File: src/tod_pkg.sv
// Constants and types for the transmission offset descriptor parser
// Function
// Tag byte, length byte, length bounds consumption
// Security descriptor: first body byte is type
// Forward length minus one payload bytes in order
// Offset descriptor: forward entry count byte first
// Forward entry: satellite, centre id, 32-bit delay
// Return count, then satellite, gateway, delay entries
// Delay is network clock reference tick count
// Forward delay centre-satellite, return satellite-gateway
// Forward entry needs satellite and centre match
// Return entry needs satellite and gateway match
// Matched forward delay added when reference present
// Transmission advanced earlier by forward delay
// Matched return delay added to calculation
// Both matched: correction is their sum
// No descriptor or zero delays: no correction
// MSB first; excess ignored; truncated descriptor discarded
package tod_pkg;
  localparam logic [7:0] TOD_TAG_SEC_DEF = 8'h00;
  localparam logic [7:0] TOD_TAG_OFS_DEF = 8'h01;
  localparam int         TOD_DELAY_W     = 32;
  localparam int         TOD_CORR_W      = 33;
  localparam logic [1:0] TOD_ENTRY_LAST  = 2'h3;
  localparam logic [7:0] TOD_ONE         = 8'h01;

  typedef enum logic [3:0] {
    TOD_IDLE  = 4'h0,
    TOD_LEN   = 4'h1,
    TOD_STYPE = 4'h3,
    TOD_SPAY  = 4'h2,
    TOD_FCNT  = 4'h6,
    TOD_FSAT  = 4'h7,
    TOD_FCC   = 4'h5,
    TOD_FDLY  = 4'h4,
    TOD_RCNT  = 4'hc,
    TOD_RSAT  = 4'hd,
    TOD_RGW   = 4'hf,
    TOD_RDLY  = 4'he,
    TOD_SKIP  = 4'ha
  } tod_state_t;

  typedef struct packed {
    logic       valid;
    logic       first;
    logic       last;
    logic [7:0] data;
  } tod_byte_t;

  typedef struct packed {
    logic [7:0] sat_id;
    logic [7:0] peer_id;
  } tod_pair_t;
endpackage

File: src/tod_delay_acc.sv
// Most-significant-first delay assembler with entry match capture
`timescale 1ns/1ps
module tod_delay_acc
  import tod_pkg::*;
(
  input  wire logic                   i_clk,
  input  wire logic                   i_rst,
  input  wire logic                   i_clear,
  input  wire logic                   i_shift,
  input  wire logic [7:0]             i_byte,
  input  wire logic                   i_done,
  input  wire logic                   i_match,
  output logic                        o_hit,
  output logic [TOD_DELAY_W-1:0]      o_delay
);
  logic [TOD_DELAY_W-1:0] shift_q;

  // ----------------------------------------
  // Byte assembly
  // ----------------------------------------
  always_ff @(posedge i_clk) begin
    if (i_rst) begin
      shift_q <= '0;
    end else if (i_shift) begin
      shift_q <= {shift_q[TOD_DELAY_W-9:0], i_byte};
    end
  end

  // ----------------------------------------
  // Match capture, first matching entry kept
  // ----------------------------------------
  always_ff @(posedge i_clk) begin
    if (i_rst || i_clear) begin
      o_hit   <= 1'b0;
      o_delay <= '0;
    end else if (i_done && i_match && !o_hit) begin
      o_hit   <= 1'b1;
      o_delay <= {shift_q[TOD_DELAY_W-9:0], i_byte};
    end
  end
endmodule

File: src/tod_parser.sv
// Descriptor parser producing security stream and timing offset
`timescale 1ns/1ps
module tod_parser
  import tod_pkg::*;
#(
  parameter logic [7:0] TAG_SEC = TOD_TAG_SEC_DEF,
  parameter logic [7:0] TAG_OFS = TOD_TAG_OFS_DEF
) (
  input  wire logic                  i_clk,
  input  wire logic                  i_rst,
  input  wire tod_byte_t             i_in,
  input  wire tod_pair_t             i_fwd_sel,
  input  wire tod_pair_t             i_ret_sel,
  input  wire logic                  i_ref_present,
  output logic                       o_sec_valid,
  output logic                       o_sec_type_valid,
  output logic                       o_sec_last,
  output logic [7:0]                 o_sec_data,
  output logic                       o_sec_abort,
  output logic                       o_corr_valid,
  output logic [TOD_CORR_W-1:0]      o_corr,
  output logic [TOD_DELAY_W-1:0]     o_fwd_delay,
  output logic [TOD_DELAY_W-1:0]     o_ret_delay
);
  if (TAG_SEC == TAG_OFS) begin : g_tag_clash
    $error("tags must differ");
  end

  tod_state_t  state_q;
  logic [7:0]  rem_q;
  logic [7:0]  cnt_q;
  logic [1:0]  bsel_q;
  tod_pair_t   ent_q;
  logic        fhit, rhit;
  logic [TOD_DELAY_W-1:0] fdly, rdly;
  logic        b, body, endlen, trunc, fdone, rdone, ok_q, tag_ofs_q;

  assign b      = i_in.valid;
  assign body   = b && !i_in.first;
  assign endlen = (rem_q == TOD_ONE);
  assign trunc  = b && i_in.first && (state_q != TOD_IDLE);
  assign fdone  = b && (state_q == TOD_FDLY) && (bsel_q == TOD_ENTRY_LAST);
  assign rdone  = b && (state_q == TOD_RDLY) && (bsel_q == TOD_ENTRY_LAST);

  function automatic logic pair_eq(input tod_pair_t a, input tod_pair_t s);
    pair_eq = (a.sat_id == s.sat_id) && (a.peer_id == s.peer_id);
  endfunction

  function automatic logic is_sec(input tod_state_t s);
    is_sec = (s == TOD_SPAY) || (s == TOD_STYPE);
  endfunction

  // ----------------------------------------
  // Byte state machine
  // ----------------------------------------
  logic tag_sec_q;
  always_ff @(posedge i_clk) begin
    if (i_rst) begin
      state_q   <= TOD_IDLE;
      rem_q     <= '0;
      tag_sec_q <= 1'b0;
      tag_ofs_q <= 1'b0;
    end else if (b) begin
      if (i_in.first) begin
        state_q   <= TOD_LEN;
        tag_sec_q <= (i_in.data == TAG_SEC);
        tag_ofs_q <= (i_in.data == TAG_OFS);
        if (i_in.data != TAG_SEC && i_in.data != TAG_OFS) state_q <= TOD_SKIP;
      end else begin
        if (state_q != TOD_LEN) rem_q <= rem_q - TOD_ONE;
        case (state_q)
          TOD_LEN: begin
            rem_q <= i_in.data;
            if (i_in.data == '0) state_q <= TOD_IDLE;
            else if (tag_sec_q) state_q <= TOD_STYPE;
            else state_q <= TOD_FCNT;
          end
          TOD_STYPE: state_q <= endlen ? TOD_IDLE : TOD_SPAY;
          TOD_SPAY:  if (endlen) state_q <= TOD_IDLE;
          TOD_FCNT:  state_q <= endlen ? TOD_IDLE : (i_in.data == '0 ? TOD_RCNT : TOD_FSAT);
          TOD_FSAT:  state_q <= endlen ? TOD_IDLE : TOD_FCC;
          TOD_FCC:   state_q <= endlen ? TOD_IDLE : TOD_FDLY;
          TOD_FDLY:  if (endlen) state_q <= TOD_IDLE;
                     else if (bsel_q == TOD_ENTRY_LAST) state_q <= (cnt_q == TOD_ONE) ? TOD_RCNT : TOD_FSAT;
          TOD_RCNT:  state_q <= endlen ? TOD_IDLE : (i_in.data == '0 ? TOD_SKIP : TOD_RSAT);
          TOD_RSAT:  state_q <= endlen ? TOD_IDLE : TOD_RGW;
          TOD_RGW:   state_q <= endlen ? TOD_IDLE : TOD_RDLY;
          TOD_RDLY:  if (endlen) state_q <= TOD_IDLE;
                     else if (bsel_q == TOD_ENTRY_LAST) state_q <= (cnt_q == TOD_ONE) ? TOD_SKIP : TOD_RSAT;
          TOD_SKIP:  if (endlen || i_in.last) state_q <= TOD_IDLE;
          default:   state_q <= TOD_IDLE;
        endcase
      end
    end
  end

  // ----------------------------------------
  // Entry counter, byte select and ids
  // ----------------------------------------
  always_ff @(posedge i_clk) begin
    if (i_rst) begin
      cnt_q  <= '0;
      bsel_q <= '0;
      ent_q  <= '0;
    end else if (body) begin
      case (state_q)
        TOD_FCNT, TOD_RCNT: cnt_q <= i_in.data;
        TOD_FSAT, TOD_RSAT: begin
          ent_q.sat_id <= i_in.data;
          bsel_q       <= '0;
        end
        TOD_FCC, TOD_RGW: ent_q.peer_id <= i_in.data;
        TOD_FDLY, TOD_RDLY: begin
          bsel_q <= bsel_q + 2'h1;
          if (bsel_q == TOD_ENTRY_LAST) cnt_q <= cnt_q - TOD_ONE;
        end
        default: bsel_q <= '0;
      endcase
    end
  end

  // ----------------------------------------
  // Delay assembly for each link direction
  // ----------------------------------------
  logic new_ofs;
  assign new_ofs = b && (state_q == TOD_LEN) && !tag_sec_q;

  logic fmatch, rmatch, fshift, rshift;
  assign fmatch = pair_eq(ent_q, i_fwd_sel);
  assign rmatch = pair_eq(ent_q, i_ret_sel);
  assign fshift = b && (state_q == TOD_FDLY);
  assign rshift = b && (state_q == TOD_RDLY);

  tod_delay_acc u_fwd (
    .i_clk   (i_clk),
    .i_rst   (i_rst),
    .i_clear (new_ofs),
    .i_shift (fshift),
    .i_byte  (i_in.data),
    .i_done  (fdone),
    .i_match (fmatch),
    .o_hit   (fhit),
    .o_delay (fdly)
  );

  tod_delay_acc u_ret (
    .i_clk   (i_clk),
    .i_rst   (i_rst),
    .i_clear (new_ofs),
    .i_shift (rshift),
    .i_byte  (i_in.data),
    .i_done  (rdone),
    .i_match (rmatch),
    .o_hit   (rhit),
    .o_delay (rdly)
  );

  // ----------------------------------------
  // Completion check: full declared length seen
  // ----------------------------------------
  logic ofs_end;
  assign ofs_end = body && tag_ofs_q && (state_q != TOD_LEN) && (state_q != TOD_IDLE) && endlen;

  always_ff @(posedge i_clk) begin
    if (i_rst || new_ofs || trunc) begin
      ok_q <= 1'b0;
    end else if (ofs_end) begin
      ok_q <= 1'b1;
    end
  end

  // ----------------------------------------
  // Offset correction, updated only on complete descriptor
  // ----------------------------------------
  logic ok_d1_q;
  logic [TOD_DELAY_W-1:0] fwd_app, ret_app;
  assign fwd_app = (fhit && i_ref_present) ? fdly : '0;
  assign ret_app = rhit ? rdly : '0;

  always_ff @(posedge i_clk) begin
    if (i_rst) begin
      ok_d1_q      <= 1'b0;
      o_corr_valid <= 1'b0;
      o_corr       <= '0;
      o_fwd_delay  <= '0;
      o_ret_delay  <= '0;
    end else begin
      ok_d1_q <= ok_q;
      if (ok_q && !ok_d1_q) begin
        o_corr_valid <= 1'b1;
        o_fwd_delay  <= fwd_app;
        o_ret_delay  <= ret_app;
        o_corr       <= {1'b0, fwd_app} + {1'b0, ret_app};
      end
    end
  end

  // ----------------------------------------
  // Security message output stream
  // ----------------------------------------
  always_ff @(posedge i_clk) begin
    if (i_rst) begin
      o_sec_valid      <= 1'b0;
      o_sec_type_valid <= 1'b0;
      o_sec_last       <= 1'b0;
      o_sec_data       <= '0;
    end else begin
      o_sec_valid      <= body && state_q == TOD_SPAY;
      o_sec_type_valid <= body && state_q == TOD_STYPE;
      o_sec_last       <= body && is_sec(state_q) && endlen;
      if (b) o_sec_data <= i_in.data;
    end
  end

  // ----------------------------------------
  // Security truncation flag
  // ----------------------------------------
  always_ff @(posedge i_clk) begin
    if (i_rst) begin
      o_sec_abort <= 1'b0;
    end else begin
      o_sec_abort <= trunc && is_sec(state_q);
    end
  end
endmodule

File: config.mk
export PLATFORM = sky130hd
export DESIGN_NAME = tod_parser
export DESIGN_NICKNAME = d
export VERILOG_FILES = /design/src/tod_pkg.sv /design/src/tod_delay_acc.sv /design/src/tod_parser.sv
export SDC_FILE = /design/constraint.sdc
export NUM_CORES = 1
export LEC_CHECK = 0
export ABC_AREA = 0
export BUFFER_PORTS_ARGS = -buffer_cell sky130_fd_sc_hd__buf_2
export CORE_UTILIZATION = 51
export DETAILED_ROUTE_END_ITERATION = 8
export PLACE_DENSITY = 0.84
export SLEW_MARGIN = 20
export SYNTH_ARGS = -nofsm -noshare
export SYNTH_HDL_FRONTEND = slang
export SYNTH_SLANG_ARGS = --single-unit
File: constraint.sdc
create_clock -name i_clk -period 3.1 [get_ports i_clk]
set_input_delay 0.775 -clock i_clk [delete_from_list [all_inputs] [get_ports i_clk]]
set_output_delay 0.775 -clock i_clk [all_outputs]
set_load 0.1 [all_outputs]
==> reports/qor.log <==
[worst_setup_path] required time of the worst setup path 3.51 ns
[detailed_routing] total DRC errors in the routed layout 0
[synth] ranking of synthesized cells by instance count nand2_1 (325), dfxtp_1 (266), a21oi_1 (199)
[timing] Clock Skew 0.00955 ns
[cts] CTS Hold Bufs 0
[placement] global placement routability congestion 0.938
[timing] final sum of negative setup slack 0 ns
[detailed_routing] vias after detailed routing 12.0k
[synth] cell area after synthesis 12600 um^2
[synth] number of distinct library cells after synthesis 61
[synth] Avg Inst Size Synth 8.06 um^2
[die] core region area 24300 um^2
[detailed_routing] routed wire length per instance 16.6 um
[finish] share of cells above drive strength 1 0.204
[timing] Period minus WS final 2.89 ns
[die] die footprint 25400 um^2
[cts] number of sinks driven by the clock tree 266
[timing] final number of hold-violating endpoints 0
[power] Power Density 460 nW/um^2
[detailed_routing] final routed wirelength across all metal layers 35100 um
[die] starting utilization of the core area 0.519
[timing] maximum clock frequency 346 MHz
[outcome] outcome completed
[synth] sequential area share after synthesis 0.422
[detailed_routing] via/cell ratio 5.67
[global_routing] number of antenna violations at the first check in global routing 1
[placement] port buffer count 155
[synth] most frequent cell after synthesis nand2_1
[detailed_routing] router iterations before antenna repair 7
[worst_hold_path] type of the worst min-delay path reg2reg
[synth] synthesis-stage register bit count 266
[timing] pins over their slew limit 0
[placement] dpl hpwl 25000 um
[power] largest voltage drop on the vdd net 323 uV
[global_routing] aggregate global-route resource usage 0.270
[worst_setup_path] CP cell instances buf_4, and2_1, ha_1, nand3_1, a211oi_1, a211o_1, a31oi_2, buf_4, nor4_1, nor4_1, a311o_1
[finish] Layout Nets 1858
[placement] placed insts 2069
[finish] Finished Core Util 0.631
[worst_setup_path] maximum fanout count along the critical path 12
[timing] slew at the pin with the worst max-slew slack 0.901 ns
[worst_setup_path] Critical Path Source Type flip-flop
[cts] TritonCTS Buffers 27
[power] standby leakage power 6.56 nW
[timing] worst slack on hold paths 0.449 ns
[global_routing] largest net degree at the start of global routing 101
[detailed_routing] Antenna Violating Nets Remaining 0
[synth] Synth area leader dfxtp_1
[timing] unrepaired setup endpoints after global routing no
[finish] area delta synth->final 21.8%
[finish] non-filler cells in the finished layout 2118
[die] Die Ht 159 um
[synth] count of yosys warnings during synthesis 0
[synth] number of enable-type register cells in the synthesized netlist 0
[synth] top_reg_cell synth dfxtp_1
[die] num ports 156
[cts] Root Buffer clkbuf_16
[cts] clock slew at reported path FFs 0.06 ns
[worst_setup_path] cell family with most CP delay simple AND/OR/NAND/NOR gates
[global_routing] Overflow after GRT 0
[timing] period utilisation layout 0.933
[job] max-cap check violation count 0
[global_routing] number of global-route vias before repair 11.4k
[cts] Skew-Pair Late Insertion Delay 0.53 ns
[cts] CTS tree done
[synth] Net Count, Synth 1649
[synth] async set-or-reset flop fraction in the synthesized netlist 0
[synth] cell types occupying the most area after synthesis dfxtp_1 (42%), nand2_1 (9.7%), a21oi_1 (7.9%), mux2i_1 (7.2%), nor2_1 (4.0%)
[worst_setup_path] endpoint kind of the worst setup timing path flip-flop
[synth] area share of the largest cell type after synthesis 0.422
[timing] number of setup violations in the final report 0
[timing] headroom to the max-slew limit 0.391
[cts] buffer depth of the longest clock path 3
[die] number of placement rows 57
[worst_setup_path] master of the slowest instance on the critical path ha_1
[synth] cell count after synthesis 1565
[worst_setup_path] buffers plus inverters on the worst setup path 2
[detailed_routing] Detailed Route Iter0 Violations 1017
[global_routing] first-pass GRT wire length 56800 um
[cts] level count of the clock H-tree 1
[worst_setup_path] largest stage delay on the critical path 0.38 ns
[worst_setup_path] data arrival time at the worst-slack endpoint 3.30 ns
[worst_setup_path] classification of the worst setup path reg2reg
[die] overall die width 159 um
worst register-to-register path, delay by kind of cell (launching register included):
kind            cells  cell delay [ns]
flops               1             0.36
compound gates      4             0.84
fa+ha+maj           1             0.38
simple gates        4             0.86
buf+inv             2             0.34
kinds of logic after synthesis:
logic type	synth area share
muxes	0.0731
AOI/OAI and AO/OA	0.154
and+or+nand+nor	0.234
adders and majority gates	0.0383
xor gates and xnor gates	0.0361
buffers and inverters	0.0422
DFF	0.422
where the power goes:
part,internal (mW),switching (mW)
Clock,1.95,1.31
Sequential,3.44,0.0131
Combinational,0.101,0.252
Total,5.49,1.58
layout make-up:
type / instances / area [um^2]
Fill cell: 1991 / 8960
Multi-Input combinational cell: 1170 / 6800
Sequential cell: 266 / 5330
Timing Repair Buffer: 290 / 1850
Clock buffer: 42 / 812
Tap cell: 324 / 405
Clock inverter: 6 / 83.8
Inverter: 19 / 76.3
Antenna cell: 1 / 2.50
state kept, by name, summed over array words and instances, names as in the netlist, 2 cells and up:
signal         flops
state_q            4
o_ret_delay       32
o_corr            33
u_fwd.o_delay     32
ent_q             16
bsel_q             2
rem_q              8
u_ret.shift_q     24
cnt_q              8
u_fwd.shift_q     24
u_ret.o_delay     32
o_fwd_delay       32
o_sec_data         8
path summary, 6_finish.rpt:
path                                startpoint                      endpoint  slack, ns  cells after the start
setup / recovery      u_ret.o_hit$_SDFFE_PP0P_       o_corr[27]$_SDFFE_PP0P_       0.21                     11
hold / removal    o_fwd_delay[24]$_SDFFE_PP0P_  o_fwd_delay[24]$_SDFFE_PP0P_       0.45                      2
setup reg to reg      u_ret.o_hit$_SDFFE_PP0P_       o_corr[27]$_SDFFE_PP0P_       0.21                     11
hold reg to reg   o_fwd_delay[24]$_SDFFE_PP0P_  o_fwd_delay[24]$_SDFFE_PP0P_       0.45                      2
routing by layer:
metal  global-route usage  vias up  part of all wire
met5                    0        -                 0
met4               0.0865        0             0.022
met3               0.0425       57             0.082
met2                0.444      518              0.46
met1                0.364     5649              0.44
li1                     -     5789                 -
placed cells by master (no fill, tap or decap), drive strengths merged, types with 6 or more instances in the layout:
master,netlist,layout
a21oi,199,199
clkbuf,85,42
nor2,149,149
nand2,326,326
nand3,18,18
dfxtp,266,266
inv,19,19
and3,35,35
o21ai,44,44
xnor2,30,30
o21bai,6,6
o211ai,6,6
o21a,6,6
o311ai,7,7
nor3,27,27
xor2,22,22
or3,6,6
buf,25,290
a211oi,14,14
a21o,15,15
nand4,16,16
mux2i,91,91
and2,34,34
nor4,15,15
a22oi,6,6
a31oi,8,8
ha,37,37
metrics by stage:
stage,setup slack (ns),power (mW),area [um^2]
after floorplan,-0.0151,3.76,12600
after global placement,-0.280,3.86,14400
after detailed placement,-0.393,3.87,14400
after CTS,0.00748,7.10,15300
after global routing,0.0280,7.27,15400
final,0.208,7.07,15400
repair_timing:
item | CTS | global route
endpoints found under the hold margin | 0 | 0
gates resized for setup | 0 | 6
setup buffers | 0 | 0
endpoints found under the setup margin | 0 | 9
(Power assumes the default switching activity.)
